==> src/rtl/dbpsc_pkg.sv <==
/*
 * Constants for the dual buck phase and set-point configuration block:
 * register offsets, field positions, reset values and voltage coding.
 * Assumes a 32-bit AXI4-Lite register bus and a 25 MHz clock.
 */
package dbpsc_pkg;

   // Register byte offsets, one aligned word each
   localparam logic [7:0] OFS_A_NORMAL  = 8'h00;
   localparam logic [7:0] OFS_A_STANDBY = 8'h04;
   localparam logic [7:0] OFS_A_SLEEP   = 8'h08;
   localparam logic [7:0] OFS_B_NORMAL  = 8'h10;
   localparam logic [7:0] OFS_B_STANDBY = 8'h14;
   localparam logic [7:0] OFS_B_SLEEP   = 8'h18;
   localparam logic [7:0] OFS_STATUS    = 8'h20;

   // Set-point register fields
   localparam int SETPOINT_LSB = 0;
   localparam int SETPOINT_W   = 6;
   localparam int RANGE_BIT    = 6;

   // Status register fields
   localparam int ST_ARRANGE_LSB = 0;
   localparam int ST_RANGE_A     = 2;
   localparam int ST_RANGE_B     = 3;
   localparam int ST_RSVD_A      = 4;
   localparam int ST_RSVD_B      = 5;
   localparam int ST_DUAL        = 6;
   localparam int ST_CAPTURED    = 7;

   // Reset values
   localparam logic [5:0] SETPOINT_RESET = 6'h00;
   localparam logic       RANGE_RESET    = 1'b0;

   // Phase arrangement codes
   localparam logic [1:0] ARR_SINGLE_0 = 2'h0;
   localparam logic [1:0] ARR_SINGLE_1 = 2'h1;
   localparam logic [1:0] ARR_DUAL     = 2'h2;
   localparam logic [1:0] ARR_INDEP    = 2'h3;

   // Operating modes seen on the mode pins
   typedef enum logic [1:0] {
      MODE_NORMAL  = 2'b00,
      MODE_STANDBY = 2'b01,
      MODE_SLEEP   = 2'b10,
      MODE_SPARE   = 2'b11
   } dbpsc_mode_type;

   // Voltage coding in millivolts
   localparam logic [11:0] LOW_BASE_MV   = 12'd400;
   localparam logic [11:0] LOW_STEP_MV   = 12'd25;
   localparam logic [11:0] HIGH_BASE_MV  = 12'd800;
   localparam logic [11:0] HIGH_STEP_MV  = 12'd50;
   localparam logic [5:0]  HIGH_MAX_CODE = 6'h32;

   // Strap capture delay after reset release, in cycles
   localparam logic [1:0]  CAPTURE_CYCLES = 2'h3;

   // AXI responses
   localparam logic [1:0] RESP_OKAY   = 2'h0;
   localparam logic [1:0] RESP_SLVERR = 2'h2;

endpackage

==> src/rtl/dbpsc_top.sv <==
/*
 * Phase arrangement, range and set-point logic for a pair of buck
 * channels, with an AXI4-Lite register slave.
 * Assumes strap and mode pins are asynchronous and static-ish; the
 * analog regulators consume the applied code and phase controls.
 */
// The address map and the AXI4-Lite slave port are this design's own decisions.
//
// Behaviour
// - Arrangement 00/01 single, 10 dual, 11 independent
// - Dual phase switches channels 180 degrees apart
// - Independent: each channel uses own registers
// - Range bit read-only, from strap only
// - Range 0: 0.40 V plus 25 mV steps
// - Range 1: 0.800 V plus 50 mV steps
// - High range codes above 1110010 reserved
// - Three set points, applied by operating mode
// - Range copied into standby and sleep registers
`timescale 1ns/1ps
module dbpsc_top #(
   parameter int CHANNELS = 2
) (
   // Clock and reset
   input  wire logic        clock,
   input  wire logic        reset_n,
   // Straps and mode pins
   input  wire logic [1:0]  phase_arrangement_field,
   input  wire logic [1:0]  range_strap,
   input  wire logic [1:0]  operating_mode,
   // AXI4-Lite write address
   input  wire logic        s_axi_awvalid,
   output logic             s_axi_awready,
   input  wire logic [7:0]  s_axi_awaddr,
   // AXI4-Lite write data
   input  wire logic        s_axi_wvalid,
   output logic             s_axi_wready,
   input  wire logic [31:0] s_axi_wdata,
   input  wire logic [3:0]  s_axi_wstrb,
   // AXI4-Lite write response
   output logic             s_axi_bvalid,
   input  wire logic        s_axi_bready,
   output logic [1:0]       s_axi_bresp,
   // AXI4-Lite read address
   input  wire logic        s_axi_arvalid,
   output logic             s_axi_arready,
   input  wire logic [7:0]  s_axi_araddr,
   // AXI4-Lite read data
   output logic             s_axi_rvalid,
   input  wire logic        s_axi_rready,
   output logic [31:0]      s_axi_rdata,
   output logic [1:0]       s_axi_rresp,
   // Regulator controls
   output logic [13:0]      applied_code,
   output logic [23:0]      applied_millivolt,
   output logic [1:0]       reserved_code,
   output logic             dual_phase_180,
   output logic             channel_b_follows_a
);

   // Elaboration check: the logic below serves two channels only
   if (CHANNELS != 2) begin : g_bad_channels
      $error("dbpsc_top serves exactly two channels");
   end

   // Register select: 0 normal, 1 standby, 2 sleep, 3 none
   function automatic logic [1:0] kind_of(input logic [7:0] addr);
      logic [7:0] low;
      low = {4'h0, addr[3:0]};
      if (low == dbpsc_pkg::OFS_A_NORMAL)       kind_of = 2'h0;
      else if (low == dbpsc_pkg::OFS_A_STANDBY) kind_of = 2'h1;
      else if (low == dbpsc_pkg::OFS_A_SLEEP)   kind_of = 2'h2;
      else                                      kind_of = 2'h3;
   endfunction

   // Channel select: 0 A, 1 B, 2 status, 3 unmapped
   function automatic logic [1:0] chan_of(input logic [7:0] addr);
      if (addr == dbpsc_pkg::OFS_STATUS)          chan_of = 2'h2;
      else if (addr[7:4] == 4'h0 && kind_of(addr) != 2'h3) chan_of = 2'h0;
      else if (addr[7:4] == 4'h1 && kind_of(addr) != 2'h3) chan_of = 2'h1;
      else                                        chan_of = 2'h3;
   endfunction

   // Reset synchroniser
   logic       rst_meta;                 // First stage
   logic       rst_sync_n;               // Released reset
   // Pin synchronisers
   logic [5:0] pin_meta;                 // First stage
   logic [5:0] pin_sync;                 // Second stage
   // Strap capture
   logic [1:0] capture_count;            // Cycles since release
   logic       captured;                 // Straps latched
   logic [1:0] arrangement;              // Latched arrangement
   logic [1:0] range_bit;                // Latched range per channel
   // Set-point storage, [channel][kind]
   logic [5:0] setpoint [2][3];
   // Write channel holding
   logic       aw_held;                  // Address taken
   logic       w_held;                   // Data taken
   logic [7:0] aw_addr;                  // Held address
   logic [7:0] w_byte;                   // Held low data byte
   logic       w_lane;                   // Low lane strobe

   // Decoded views
   wire        shared_mode = arrangement != dbpsc_pkg::ARR_INDEP;
   wire        do_write    = aw_held && w_held && !s_axi_bvalid;
   wire [1:0]  wr_chan     = chan_of(aw_addr);
   wire [1:0]  wr_kind     = kind_of(aw_addr);
   wire [1:0]  rd_chan     = chan_of(s_axi_araddr);
   wire [1:0]  rd_kind     = kind_of(s_axi_araddr);
   wire        rd_take     = s_axi_arvalid && s_axi_arready;
   wire [1:0]  mode_pins   = pin_sync[5:4];
   wire [1:0]  mode_index  = (mode_pins == dbpsc_pkg::MODE_STANDBY) ? 2'h1 :
                             (mode_pins == dbpsc_pkg::MODE_SLEEP)   ? 2'h2 : 2'h0;

   // Handshake readiness
   assign s_axi_awready = !aw_held && !s_axi_bvalid;
   assign s_axi_wready  = !w_held && !s_axi_bvalid;
   assign s_axi_arready = !s_axi_rvalid;

   // Reset release through two flip-flops
   always_ff @(posedge clock or negedge reset_n) begin
      if (!reset_n) begin
         rst_meta   <= 1'b0;
         rst_sync_n <= 1'b0;
      end else begin
         rst_meta   <= 1'b1;
         rst_sync_n <= rst_meta;
      end
   end

   // Two-stage pin synchroniser
   always_ff @(posedge clock or negedge rst_sync_n) begin
      if (!rst_sync_n) begin
         pin_meta <= 6'h00;
         pin_sync <= 6'h00;
      end else begin
         pin_meta <= {operating_mode, range_strap, phase_arrangement_field};
         pin_sync <= pin_meta;
      end
   end

   // Strap capture once synchronisers hold real pin values
   always_ff @(posedge clock or negedge rst_sync_n) begin
      if (!rst_sync_n) begin
         capture_count <= 2'h0;
         captured      <= 1'b0;
         arrangement   <= dbpsc_pkg::ARR_SINGLE_0;
         range_bit     <= {2{dbpsc_pkg::RANGE_RESET}};
      end else if (!captured) begin
         capture_count <= capture_count + 2'h1;
         if (capture_count == dbpsc_pkg::CAPTURE_CYCLES - 2'h1) begin
            captured    <= 1'b1;
            arrangement <= pin_sync[1:0];
            range_bit   <= pin_sync[3:2];
         end
      end
   end

   // Write channel: address and data taken in either order
   always_ff @(posedge clock or negedge rst_sync_n) begin
      if (!rst_sync_n) begin
         aw_held      <= 1'b0;
         w_held       <= 1'b0;
         aw_addr      <= 8'h00;
         w_byte       <= 8'h00;
         w_lane       <= 1'b0;
         s_axi_bvalid <= 1'b0;
         s_axi_bresp  <= dbpsc_pkg::RESP_OKAY;
      end else begin
         if (s_axi_awvalid && s_axi_awready) begin
            aw_held <= 1'b1;
            aw_addr <= s_axi_awaddr;
         end
         if (s_axi_wvalid && s_axi_wready) begin
            w_held <= 1'b1;
            w_byte <= s_axi_wdata[7:0];
            w_lane <= s_axi_wstrb[0];
         end
         if (do_write) begin
            aw_held      <= 1'b0;
            w_held       <= 1'b0;
            s_axi_bvalid <= 1'b1;
            s_axi_bresp  <= (wr_chan == 2'h3) ? dbpsc_pkg::RESP_SLVERR : dbpsc_pkg::RESP_OKAY;
         end else if (s_axi_bready) begin
            s_axi_bvalid <= 1'b0;
         end
      end
   end

   // Set-point fields; range bit never stored from software
   always_ff @(posedge clock or negedge rst_sync_n) begin
      if (!rst_sync_n) begin
         for (int c = 0; c < 2; c++) begin
            for (int k = 0; k < 3; k++) begin
               setpoint[c][k] <= dbpsc_pkg::SETPOINT_RESET;
            end
         end
      end else if (do_write && w_lane && wr_chan[1] == 1'b0) begin
         setpoint[wr_chan[0]][wr_kind] <= w_byte[dbpsc_pkg::SETPOINT_LSB +: dbpsc_pkg::SETPOINT_W];
      end
   end

   // Read channel: answer one cycle after address taken
   always_ff @(posedge clock or negedge rst_sync_n) begin
      if (!rst_sync_n) begin
         s_axi_rvalid <= 1'b0;
         s_axi_rdata  <= 32'h0000_0000;
         s_axi_rresp  <= dbpsc_pkg::RESP_OKAY;
      end else if (rd_take) begin
         s_axi_rvalid <= 1'b1;
         s_axi_rresp  <= (rd_chan == 2'h3) ? dbpsc_pkg::RESP_SLVERR : dbpsc_pkg::RESP_OKAY;
         if (rd_chan == 2'h2) begin
            s_axi_rdata <= {24'h000000, captured, shared_mode && arrangement[1] && !arrangement[0],
                            reserved_code, range_bit, arrangement};
         end else if (rd_chan == 2'h3) begin
            s_axi_rdata <= 32'h0000_0000;
         end else begin
            // all three registers show captured range
            s_axi_rdata <= {25'h0000000, range_bit[rd_chan[0]], setpoint[rd_chan[0]][rd_kind]};
         end
      end else if (s_axi_rready) begin
         s_axi_rvalid <= 1'b0;
      end
   end

   // Arrangement-driven phase controls
   always_ff @(posedge clock or negedge rst_sync_n) begin
      if (!rst_sync_n) begin
         dual_phase_180      <= 1'b0;
         channel_b_follows_a <= 1'b0;
      end else begin
         // dual phase runs B 180 degrees apart
         dual_phase_180      <= arrangement == dbpsc_pkg::ARR_DUAL;
         // shared modes take control from A
         channel_b_follows_a <= shared_mode;
      end
   end

   // Per-channel applied set point and voltage
   for (genvar ch = 0; ch < 2; ch++) begin : g_chan
      wire        src       = (ch == 1 && !shared_mode) ? 1'b1 : 1'b0;
      wire        rng       = range_bit[src];
      wire [5:0]  raw       = setpoint[src][mode_index];
      // high range codes beyond the top reserved
      wire        rsvd      = rng && raw > dbpsc_pkg::HIGH_MAX_CODE;
      wire [5:0]  code      = rsvd ? dbpsc_pkg::HIGH_MAX_CODE : raw;
      wire [11:0] code_w    = {6'h00, code};
      wire [11:0] low_mv    = dbpsc_pkg::LOW_BASE_MV + 12'(code_w * dbpsc_pkg::LOW_STEP_MV);
      wire [11:0] high_mv   = dbpsc_pkg::HIGH_BASE_MV + 12'(code_w * dbpsc_pkg::HIGH_STEP_MV);

      always_ff @(posedge clock or negedge rst_sync_n) begin
         if (!rst_sync_n) begin
            applied_code[ch*7 +: 7]       <= 7'h00;
            applied_millivolt[ch*12 +: 12] <= dbpsc_pkg::LOW_BASE_MV;
            reserved_code[ch]             <= 1'b0;
         end else begin
            applied_code[ch*7 +: 7]        <= {rng, code};
            applied_millivolt[ch*12 +: 12] <= rng ? high_mv : low_mv;
            reserved_code[ch]              <= rsvd;
         end
      end
   end

endmodule // dbpsc_top

==> config.mk <==
export PLATFORM = sky130hd
export DESIGN_NAME = dbpsc_top
export DESIGN_NICKNAME = d
export VERILOG_FILES = /design/src/rtl/dbpsc_pkg.sv /design/src/rtl/dbpsc_top.sv
export SDC_FILE = /design/constraint.sdc
export NUM_CORES = 1
export LEC_CHECK = 0
export ABC_AREA = 1
export BUFFER_PORTS_ARGS = -buffer_cell sky130_fd_sc_hd__buf_4
export CORE_AREA = 2 2 142 144
export DETAILED_ROUTE_END_ITERATION = 7
export DIE_AREA = 0 0 144 146
export PLACE_DENSITY = 0.65
export RECOVER_POWER = 50
export SYNTH_ARGS = -nofsm -noshare
export SYNTH_HDL_FRONTEND = slang
export SYNTH_SLANG_ARGS = --single-unit
==> constraint.sdc <==
create_clock -name clock -period 9.8 [get_ports clock]
set_input_delay 1.47 -clock clock [delete_from_list [all_inputs] [get_ports clock]]
set_output_delay 1.47 -clock clock [all_outputs]
set_load 0.1 [all_outputs]
======== Yosys cells after proc, flatten, opt, wreduce, memory -nomap -nowiden ========
Index checks and enable logic that the tools add are counted.
cells by class
  add/subtract/negate cells ............... 5
  multiply operators ...................... 4
  divide/modulo/power cells ............... 0
  $lt $le $gt $ge ......................... 12
  equal/unequal tests ..................... 20
  shifts and indexed selects .............. 0
  mux-type cells .......................... 63
  bitwise logic cells ..................... 8
  reduce and logical (&&, ||, !) cells .... 33
operators by type and width
  kind                                                                  number
  18-bit 2-to-1 mux                                                     7
  6-bit 2-to-1 mux                                                      9
  6-bit by 5-bit multiplier with 11-bit output (second input constant)  4
  2-bit 2-to-1 mux                                                      20
  6-bit binary-select mux with 2-bit select                             3
  36-bit bitwise mux                                                    1
  10-bit by 12-bit adder with 12-bit output (first input constant)      2
  9-bit by 11-bit adder with 12-bit output (first input constant)       2
  12-bit 2-to-1 mux                                                     2
  1-bit logical AND                                                     19
  18-bit demux with 1-bit select                                        1
  1-bit 2-to-1 mux                                                      17
  8-bit by 6-bit == test with 1-bit output (second input constant)      2
  4-bit logical NOT                                                     4
  6-bit demux with 2-bit select                                         1
  2-bit == test (second input constant)                                 6
  6-bit greater-than comparator (second input constant)                 2
  2-bit != test (second input constant)                                 5
  3-bit greater-or-equal comparator (second input constant)             3
  2-bit inverter with 3-bit output                                      3
  4-bit by 1-bit == test with 1-bit output (second input constant)      2
  4-bit by 3-bit == test with 1-bit output (second input constant)      2
  4-bit == test (second input constant)                                 2
  8-bit 2-to-1 mux                                                      1
  other kinds (12)                                                      25
word-level totals
  flip-flop bits (word level) ............. 154
  bits in latches ......................... 0
  memory bits (writable) .................. 0
  bits in read-only memories .............. 0
  bits of input ports ..................... 65
  output and inout port bits .............. 83
  logic and storage cells ................. 177
  memories ................................ 0

======== Logic depth before layout (Yosys ltp) ========
Gate-level depths: netlist of the first run.
  word-level depth ........................ 23
  mapped depth ............................ 30
  mapped depth without buffers ............ 29

======== Worst setup path before layout of the first run ========
No wires, ideal clock.
  kind .................................... register to register
  from .................................... reg pin_sync[5]
  to ...................................... reg applied_millivolt[11]
  library setup time ...................... 126 ps
  data arrival time ....................... 3,616 ps
  setup slack ............................. 6,058 ps
  cell stages (with the launch flop) ...... 24
  path buffers ............................ 0
  period minus slack after synthesis ...... 3,742 ps
  cells stage by stage .................... dfrtp_1 > inv_2 > nand2_4 > nand2_1 > o21ai_1 > nand2_1 > nand2_2 > nor3_4 > nand2_4 > nand2_4 > inv_1 > ha_1 > fa_1 > inv_1 > ha_1 > ha_1 > fa_1 > nand2_1 > inv_1 > o21ai_0 > nand2_1 > a211o_1 > nand3_1 > o21ai_0
between the ends
  cells in the longest elaborated chain, start to end .. 13
ends and longest elaborated chain
  item                                                                                                   RTL line                            source
  start: declaration                                                                                     dbpsc_top.sv:88                     logic [5:0] pin_sync;
  start signal: assignment                                                                               dbpsc_top.sv:138                    pin_sync <= pin_meta;
  2-bit == test                                                                                          dbpsc_top.sv:113                    (mode_pins == dbpsc_pkg::MODE_SLEEP) ? 2'h2 : 2'h0;
  2-bit 2-to-1 mux                                                                                       dbpsc_top.sv:113
  2-bit 2-to-1 mux *                                                                                     dbpsc_top.sv:112                    wire [1:0] mode_index = (mode_pins == dbpsc_pkg::MODE_STANDBY) ? 2'h1 :
  2-bit inverter with 3-bit output (not written as such) *                                               dbpsc_top.sv:243                    wire [5:0] raw = setpoint[src][mode_index];
  6-bit binary-select mux with 2-bit select *                                                            dbpsc_top.sv:243
  6-bit 2-to-1 mux (not written as such) * (2 in series)                                                 dbpsc_top.sv:243
  6-bit greater-than comparator                                                                          dbpsc_top.sv:245                    wire rsvd = rng && raw > dbpsc_pkg::HIGH_MAX_CODE;
  1-bit logical AND                                                                                      dbpsc_top.sv:245
  6-bit 2-to-1 mux *                                                                                     dbpsc_top.sv:246                    wire [5:0] code = rsvd ? dbpsc_pkg::HIGH_MAX_CODE : raw;
  named net g_chan[0].code[1]                                                                            dbpsc_top.sv:246
  6-bit by 5-bit multiplier with 11-bit output                                                           dbpsc_top.sv:248, dbpsc_top.sv:249
  10-bit by 12-bit adder with 12-bit output or 9-bit by 11-bit adder with 12-bit output (tied branches)  dbpsc_top.sv:249, dbpsc_top.sv:248
  12-bit 2-to-1 mux *                                                                                    dbpsc_top.sv:258                    applied_millivolt[ch*12 +: 12] <= rng ? high_mv : low_mv;
  end signal: indexed assignment                                                                         dbpsc_top.sv:254                    applied_millivolt[ch*12 +: 12] <= dbpsc_pkg::LOW_BASE_MV;
  end signal: indexed assignment                                                                         dbpsc_top.sv:258
  end: declaration                                                                                       dbpsc_top.sv:54                     output logic [23:0] applied_millivolt,
The timed path passes the listed nets; every way through them passes the cells marked *. The select of a mux whose other input is x is not followed.
A chain may end at the register's enable or synchronous reset.

==> key figures, run 1 <==
Status
  – Status: complete, but fails checks
  – Failing checks: max-capacitance violations, max-slew violations

Logic synthesis
  – Most numerous cell in the Yosys netlist: nand2_1
  – Top-area cell type share of the netlist area: roughly two fifths
  – EDFF count, synth: 0
  – FF+latch count, synth: 128
  – Async SR Flop Fraction: 100%
  – Top cells by area, synth: dfrtp_1 39%, ha_1 13%, nand2_1 10%
  – Main flop type after synthesis: dfrtp_1
  – Cells after synthesis: 931
  – Post-synth design cell area: slightly below 8000 sq um
  – Netlist cell types: 43
  – Post-synth top cells: 214 x nand2_1, 122 x dfrtp_1, 114 x inv_1, 83 x ha_1, 73 x nand3_1
  – Avg Cell Area, Syn: between 8 and 9 sq um
  – YS warnings: 0
  – Register area share after synthesis: 40.8%
  – Synth area leader: dfrtp_1

Floorplan
  – Standard-cell row count: just over 50
  – I/O Pins: roughly 150
  – Core Region: 19300 sq um
  – Die Height: between 100 and 150 um
  – Effective utilization at floorplan: around two fifths
  – Die area: 21000 sq um
  – Die width: 144 um

Cells and area
  – Antenna diodes: 0
  – Area grow syn2layout: 16.9%
  – Final Cell Area: around 9200 sq um
  – Layout Nets: ~1200
  – Ratio of cells with drive above 1 in the final layout: about 17%
  – Non-filler cells, final: 1299

Clock network
  – H-Tree Level Count: 4
  – CTS tree: built
  – Clock buffer depth: 2
  – Worst-Skew Late Latency: between 0.4 and 0.5 ns
  – CTS Root Cell: clkbuf_16
  – Total setup buffers inserted after CTS: 0
  – CTS resizes: 0
  – CTS Buf Count: 17
  – Post-CTS Hold Buffers: 0
  – Clk pin slew, worst setup/hold paths: 0.05 ns
  – CTS sink cnt: ~130

Setup path
  – Worst-path fanout max: 68
  – CP max stage delay: 2.60 ns
  – Top Family by Delay on Critical Path: buffers and inverters
  – Slowest cell on crit path: clkbuf_1
  – Critical path endpoint category: asynchronous set/reset pin
  – WP data arrival: roughly 5.0 ns
  – WP data required: 9.52 ns
  – Setup CP Type: reg -> async
  – Critical Path Source Type: flip-flop
  – Buf/Inv on CP: 1
  – CP Cell Sequence: clkbuf_1

Placement
  – GP Congestion: approximately 0.84
  – Placed cell count: ~1300
  – Cell Area, Placed: approximately 8700 sq um
  – Final HPWL DP: between 10 and 15 mm
  – Worst slack, placed: about 4.7 ns
  – Port Buffers: 92

STA
  – Final Skew: ~0.012 ns
  – Final WS setup: 4.54 ns
  – Minimum clock period: ~5.3 ns
  – Relative slew slack: -134%
  – Achievable frequency: 190 MHz
  – Slew @ Worst Pin: about 3.5 ns
  – Max Slew Vio Count: roughly 130
  – Final hold violation count: 0
  – Final number of setup-violating endpoints: 0
  – RSZ-0062 raised after global routing: no
  – Ratio of final minimum period to clock period: between 50% and 60%
  – Total Neg Setup Slack: 0 ns

Detailed routing
  – Wirelength per Cell: ~14 um
  – Drt pass-1 iters: 5
  – Vias per cell: about 4.8
  – Routed WL: 17.8 mm
  – Initial DRC Count: roughly 350
  – Remaining antenna violation count: 0
  – Via count: roughly 6200
  – DRC violations left: 0

Power
  – Pwr dens: roughly 230 nW/um^2
  – Max VDD drop: around 0.27 mV
  – Pleak: 4.93 nW

Min path
  – Tightest Hold Check Type: reg -> reg

GRT
  – Largest net degree at the start of global routing: 69
  – Global-route wire length before repair: ~29 mm
  – GRT Total Usage: approximately 18%
  – Global route total overflow: 0
  – Antenna violations before repair: 0
  – Vias in the first global route: 6031

Job
  – Max-cap viol count: 2
## sequential cells by signal, indices dropped and copies added, names as in the netlist, 2 cells and up
signal,flops
pin_sync,6
applied_code,14
s_axi_rdata,8
applied_millivolt,24
arrangement,2
range_bit,2
capture_count,2
reserved_code,2
setpoint,36
w_byte,6
aw_addr,8
pin_meta,6
## final timing paths
check / slack (ns) / start / end / cells after the start
max: 4.54 / rst_sync_n / applied_millivolt[2] / 1
min in group asynchronous: 0.83 / reset_n / rst_meta / 1
min: 0.35 / rst_meta / rst_sync_n / 0
min reg2reg: 0.35 / rst_meta / rst_sync_n / 0
max reg2reg: 4.54 / rst_sync_n / applied_millivolt[2] / 1
max in group clock: 4.61 / pin_sync[4] / applied_millivolt[11] / 22
## cell families after synthesis
family	Yosys count	share of synthesized area, %
AO/OA/AOI/OAI	133	9.01
XOR/XNOR	16	1.78
adder cells (fa/ha/maj)	90	15.0
buffers and inverters	169	10.1
flip-flops	128	40.8
multiplexers	5	0.715
other	2	0.0954
AND/OR/NAND/NOR	388	22.5
## metrics by stage
stage	util (%)	hold WS (ns)	total power, mW
2_1_floorplan	-	0.331	1.31
3_3_place_gp	44.8	0.334	1.46
3_5_place_dp	44.8	0.337	1.47
4_1_cts	48.0	0.349	2.11
5_1_grt	47.6	0.352	2.19
6_report	47.6	0.348	2.08
## layout make-up
type	instances	area, sq um
Clock inverter	11	133
Sequential cell	128	3210
Multi-Input combinational cell	659	3910
Inverter	121	457
Timing Repair Buffer	94	698
Fill cell	1864	10100
Tap cell	265	332
Clock buffer	21	470
## power breakdown
group	switching, mW	internal [mW]	total [mW]
clock network	0.240	0.396	0.635
registers	0.0395	0.611	0.651
logic	0.614	0.183	0.797
## cells in the final DEF, fill, tap and decap left out, types with 4 or more instances in the layout
master and instances:
a21oi_1 56, buf_4 82, clkbuf_16 17, clkbuf_4 10
clkinv_4 4, clkinvlp_4 5, conb_1 27, dfrtp_1 122
dfstp_2 6, fa_1 7, ha_1 83, inv_1 115
inv_2 5, mux2_2 5, nand2_1 219, nand2_2 7
nand2_4 4, nand3_1 73, nand3_2 6, nand4_1 9
nor2_1 49, nor3_1 5, o21ai_0 62, or2_2 6
xnor2_1 13
## metal layers
layer	wire length, um	up-vias	GRT usage, %
li1	-	3132	-
met1	8310	2893	23.3
met2	8310	155	28.5
met3	937	21	4.24
met4	246	0	5.44
met5	0	-	0
Power figures use the tool's default switching activity.
==> inputs of run 2 (changes only) <==
==> constraint.sdc (replaced) <==
create_clock -name clock -period 5.1 [get_ports clock]
set_input_delay 0.765 -clock clock [delete_from_list [all_inputs] [get_ports clock]]
set_output_delay 0.765 -clock clock [all_outputs]
set_load 0.1 [all_outputs]
==> run 2 against run 1 <==
  * The flow still finishes with violations (max-capacitance violations, max-slew violations)
  * Die area did not move
  * Clock skew fell by 0.0038 ns
  * Register-to-register slack got worse by 3.9 ns
  * Sequential share of layout area fell by 0.33 points
  * Worst hold slack got worse by 0.22 ns
  * Global-route usage rose by 0.14 points
  * Wire length fell by 0.35%
  * Combinational power rose by 89%
  * Non-clock buffer count rose by 4
  * Via count rose by 0.19%
  * Clock power rose by 130%
  * Sequential cell count did not move
==> key figures, run 2 (synthesized netlist as in run 1, its figures left out) <==
Min path
  – Tightest Hold Check Type: in -> async (was reg -> reg)

Cells and area
  – Ratio of cells with drive above 1 in the final layout: 15.4% (was 16.8%)
  – Most common cell after layout, fill and taps aside: nand2_1 (unchanged)
  – Max FFs per register: 36 (unchanged)
  – Antenna diodes: 0 (unchanged)
  – Fill count: 1880 (was 1864)
  – Largest reg by FF count: setpoint (unchanged)
  – Biggest regs: setpoint x36, applied_millivolt x24, applied_code x14 (unchanged)
  – Area grow syn2layout: 18.0% (was 16.9%)
  – Layout Nets: 1180 (was 1176)
  – Most frequent cells in the layout: 214 x nand2_1, 122 x dfrtp_1, 115 x inv_1 (was 219 x nand2_1, 122 x dfrtp_1, 115 x inv_1)

Placement
  – Worst slack, placed: 0.792 ns (was 4.72 ns)
  – Port Buffers: 92 (unchanged)
  – Final HPWL DP: 12.9 mm (about the same)
  – GP Congestion: 0.854 (was 0.844)

Status
  – Status: complete, but fails checks (unchanged)
  – Failing checks: max-capacitance violations, max-slew violations (unchanged)

Detailed routing
  – Wirelength per Cell: 13.6 um (was 13.7 um)
  – Drt pass-1 iters: 5 (unchanged)
  – Routed WL: 17.7 mm (was 17.8 mm)
  – Initial DRC Count: 517 (was 349)
  – DRC violations left: 0 (unchanged)
  – Vias per cell: 4.77 (about the same)
  – Via count: 6213 (was 6201)
  – Remaining antenna violation count: 0 (unchanged)

Setup path
  – Critical path endpoint category: flip-flop (was asynchronous set/reset pin)
  – Worst-path fanout max: 13 (was 68)
  – R2r startpoint: arrangement[0] (was rst_sync_n)
  – WP data required: 5.46 ns (was 9.52 ns)
  – Setup CP Type: reg -> reg (was reg -> async)
  – Reg2Reg Setup Slack: 0.61 ns (was 4.54 ns)
  – Critical Path Source Type: flip-flop (unchanged)
  – FF-to-FF End: applied_millivolt[23] (was applied_millivolt[2])
  – WP data arrival: 4.85 ns (was 4.99 ns)
  – FF-to-FF path depth: 25 (was 1)

STA
  – Total Neg Setup Slack: 0 ns (unchanged)
  – Ratio of final minimum period to clock period: 88.1% (was 53.7%)
  – Slew @ Worst Pin: 3.23 ns (was 3.51 ns)
  – Max Slew Vio Count: 82 (was 129)
  – Final hold violation count: 0 (unchanged)
  – Achievable frequency: 223 MHz (was 190 MHz)
  – Final number of setup-violating endpoints: 0 (unchanged)
  – RSZ-0062 raised after global routing: no (unchanged)
  – Final WS setup: 0.606 ns (was 4.54 ns)
  – Relative slew slack: -115% (was -134%)
  – Final Skew: 0.00871 ns (was 0.0125 ns)
  – Minimum clock period: 4.49 ns (was 5.26 ns)

Floorplan
  – I/O Pins: 148 (unchanged)
  – Effective utilization at floorplan: 40.7% (unchanged)
  – Die width: 144 um (unchanged)
  – Core Region: 19300 sq um (unchanged)
  – Standard-cell row count: 51 (unchanged)
  – Die Height: 146 um (unchanged)
  – Die area: 21000 sq um (unchanged)

GRT
  – Largest net degree at the start of global routing: 82 (was 69)
  – Antenna violations before repair: 0 (unchanged)
  – Vias in the first global route: 5890 (was 6031)
  – Global route total overflow: 0 (unchanged)
  – GRT Total Usage: 17.8% (was 17.6%)
  – Global-route wire length before repair: 29.4 mm (was 29.1 mm)

Clock network
  – CTS tree: built (unchanged)
  – Clk pin slew, worst setup/hold paths: 0.05 ns (about the same)
  – Worst-Skew Late Latency: 0.42 ns (about the same)
  – CTS Root Cell: clkbuf_16 (unchanged)
  – CTS Buf Count: 17 (unchanged)
  – Post-CTS Hold Buffers: 0 (unchanged)
  – CTS resizes: 0 (unchanged)
  – CTS sink cnt: 128 (unchanged)
  – H-Tree Level Count: 4 (unchanged)
  – Total setup buffers inserted after CTS: 0 (unchanged)
  – Clock buffer depth: 2 (unchanged)

Power
  – Clk network pwr share: 34.5% (was 30.5%)
  – Net switching power: 1.70 mW (was 0.893 mW)
  – P_int: 2.52 mW (was 1.19 mW)
  – Combinational fraction of design power: 35.9% (was 38.3%)
  – Pleak: 4.94 nW (was 4.93 nW)
  – Sequential Power Share: 29.6% (was 31.2%)
  – Switching fraction of total power: 40.4% (was 42.9%)
  – Max VDD drop: 0.439 mV (was 0.272 mV)
  – Pwr dens: 454 nW/um^2 (was 226 nW/um^2)

Job
  – Max-cap viol count: 1 (was 2)
==> run 2: cell types whose count changed in the layout (fill, tap and decap cells not counted), sizes merged <==
cell	delta
buf	-18
bufinv	+5
clkbuf	+22
clkinv	-1
clkinvlp	-5
==> run 2: power by group through the flow <==
stage | clock (mW) | sequential (mW) | combinational (mW)
after floorplan | 0 | 1.83 | 0.693
after global placement | 0 | 1.27 | 1.54
after detailed placement | 0 | 1.27 | 1.55
after CTS | 1.48 | 1.26 | 1.56
after global routing | 1.53 | 1.27 | 1.63
final | 1.46 | 1.25 | 1.51
==> run 2: critical path, cell delays in order (launching register included) <==
cell and delay [ns]:
dfrtp_1 0.42, nand2_1 0.11, clkbuf_1 0.51, o21ai_0 0.16, buf_4 0.22, inv_1 0.08
nand3_1 0.09, nor2_2 0.20, nand2_4 0.11, inv_4 0.09, a21oi_2 0.06, ha_1 0.36
ha_1 0.31, ha_1 0.30, inv_1 0.06, fa_1 0.47, inv_1 0.10, nand3_1 0.06
nand2_1 0.09, xnor2_1 0.18, nand3_1 0.14, nand2_1 0.09, nand3_1 0.06, nand2_1 0.06
nand2_1 0.05, nand2_1 0.08
==> run 2: layout make-up <==
| cell class | count | area [sq um] | share of cell area, % |
|---|---|---|---|
| Timing Repair Buffer | 98 | 634 | 6.83 |
| Clock buffer | 21 | 480 | 5.17 |
| Inverter | 121 | 457 | 4.91 |
| Tap cell | 265 | 332 | 3.57 |
| Sequential cell | 128 | 3210 | 34.5 |
| Clock inverter | 10 | 229 | 2.46 |
| Multi-Input combinational cell | 659 | 3950 | 42.5 |
==> run 2: worst max path at each step <==
stage / endpoint / cells after the start / from / slack [ns]
detailed placement: applied_millivolt[21] / 26 / pin_sync[4] / 0.79
global route: applied_millivolt[23] / 26 / range_bit[0] / 0.26
finish: applied_millivolt[23] / 25 / arrangement[0] / 0.61
CTS: applied_millivolt[21] / 26 / pin_sync[4] / 0.77
floorplan: applied_code[0] / 0 / rst_sync_n / 1.28
global placement: applied_millivolt[21] / 26 / pin_sync[4] / 0.83
==> run 2: metrics by stage <==
| stage | util, % | cell area (sq um) | cells | hold WS (ns) | power (mW) |
|---|---|---|---|---|---|
| 2_1_floorplan | - | 7970 | 956 | 0.331 | 2.52 |
| 3_3_place_gp | 45.0 | 8700 | 1271 | 0.335 | 2.81 |
| 3_5_place_dp | 45.0 | 8700 | 1271 | 0.336 | 2.82 |
| 4_1_cts | 48.7 | 9410 | 1302 | 0.105 | 4.29 |
| 5_1_grt | 48.1 | 9290 | 1302 | 0.123 | 4.43 |
| 6_report | 48.1 | 9290 | 1302 | 0.124 | 4.22 |
==> run 2: per-layer routing <==
layer	vias to the layer above	GRT usage, %	routed length, um
met4	0	5.69	278
met3	20	3.82	981
li1	3131	-	-
met5	-	0	0
met1	2904	24.6	8360
met2	158	27.7	8120
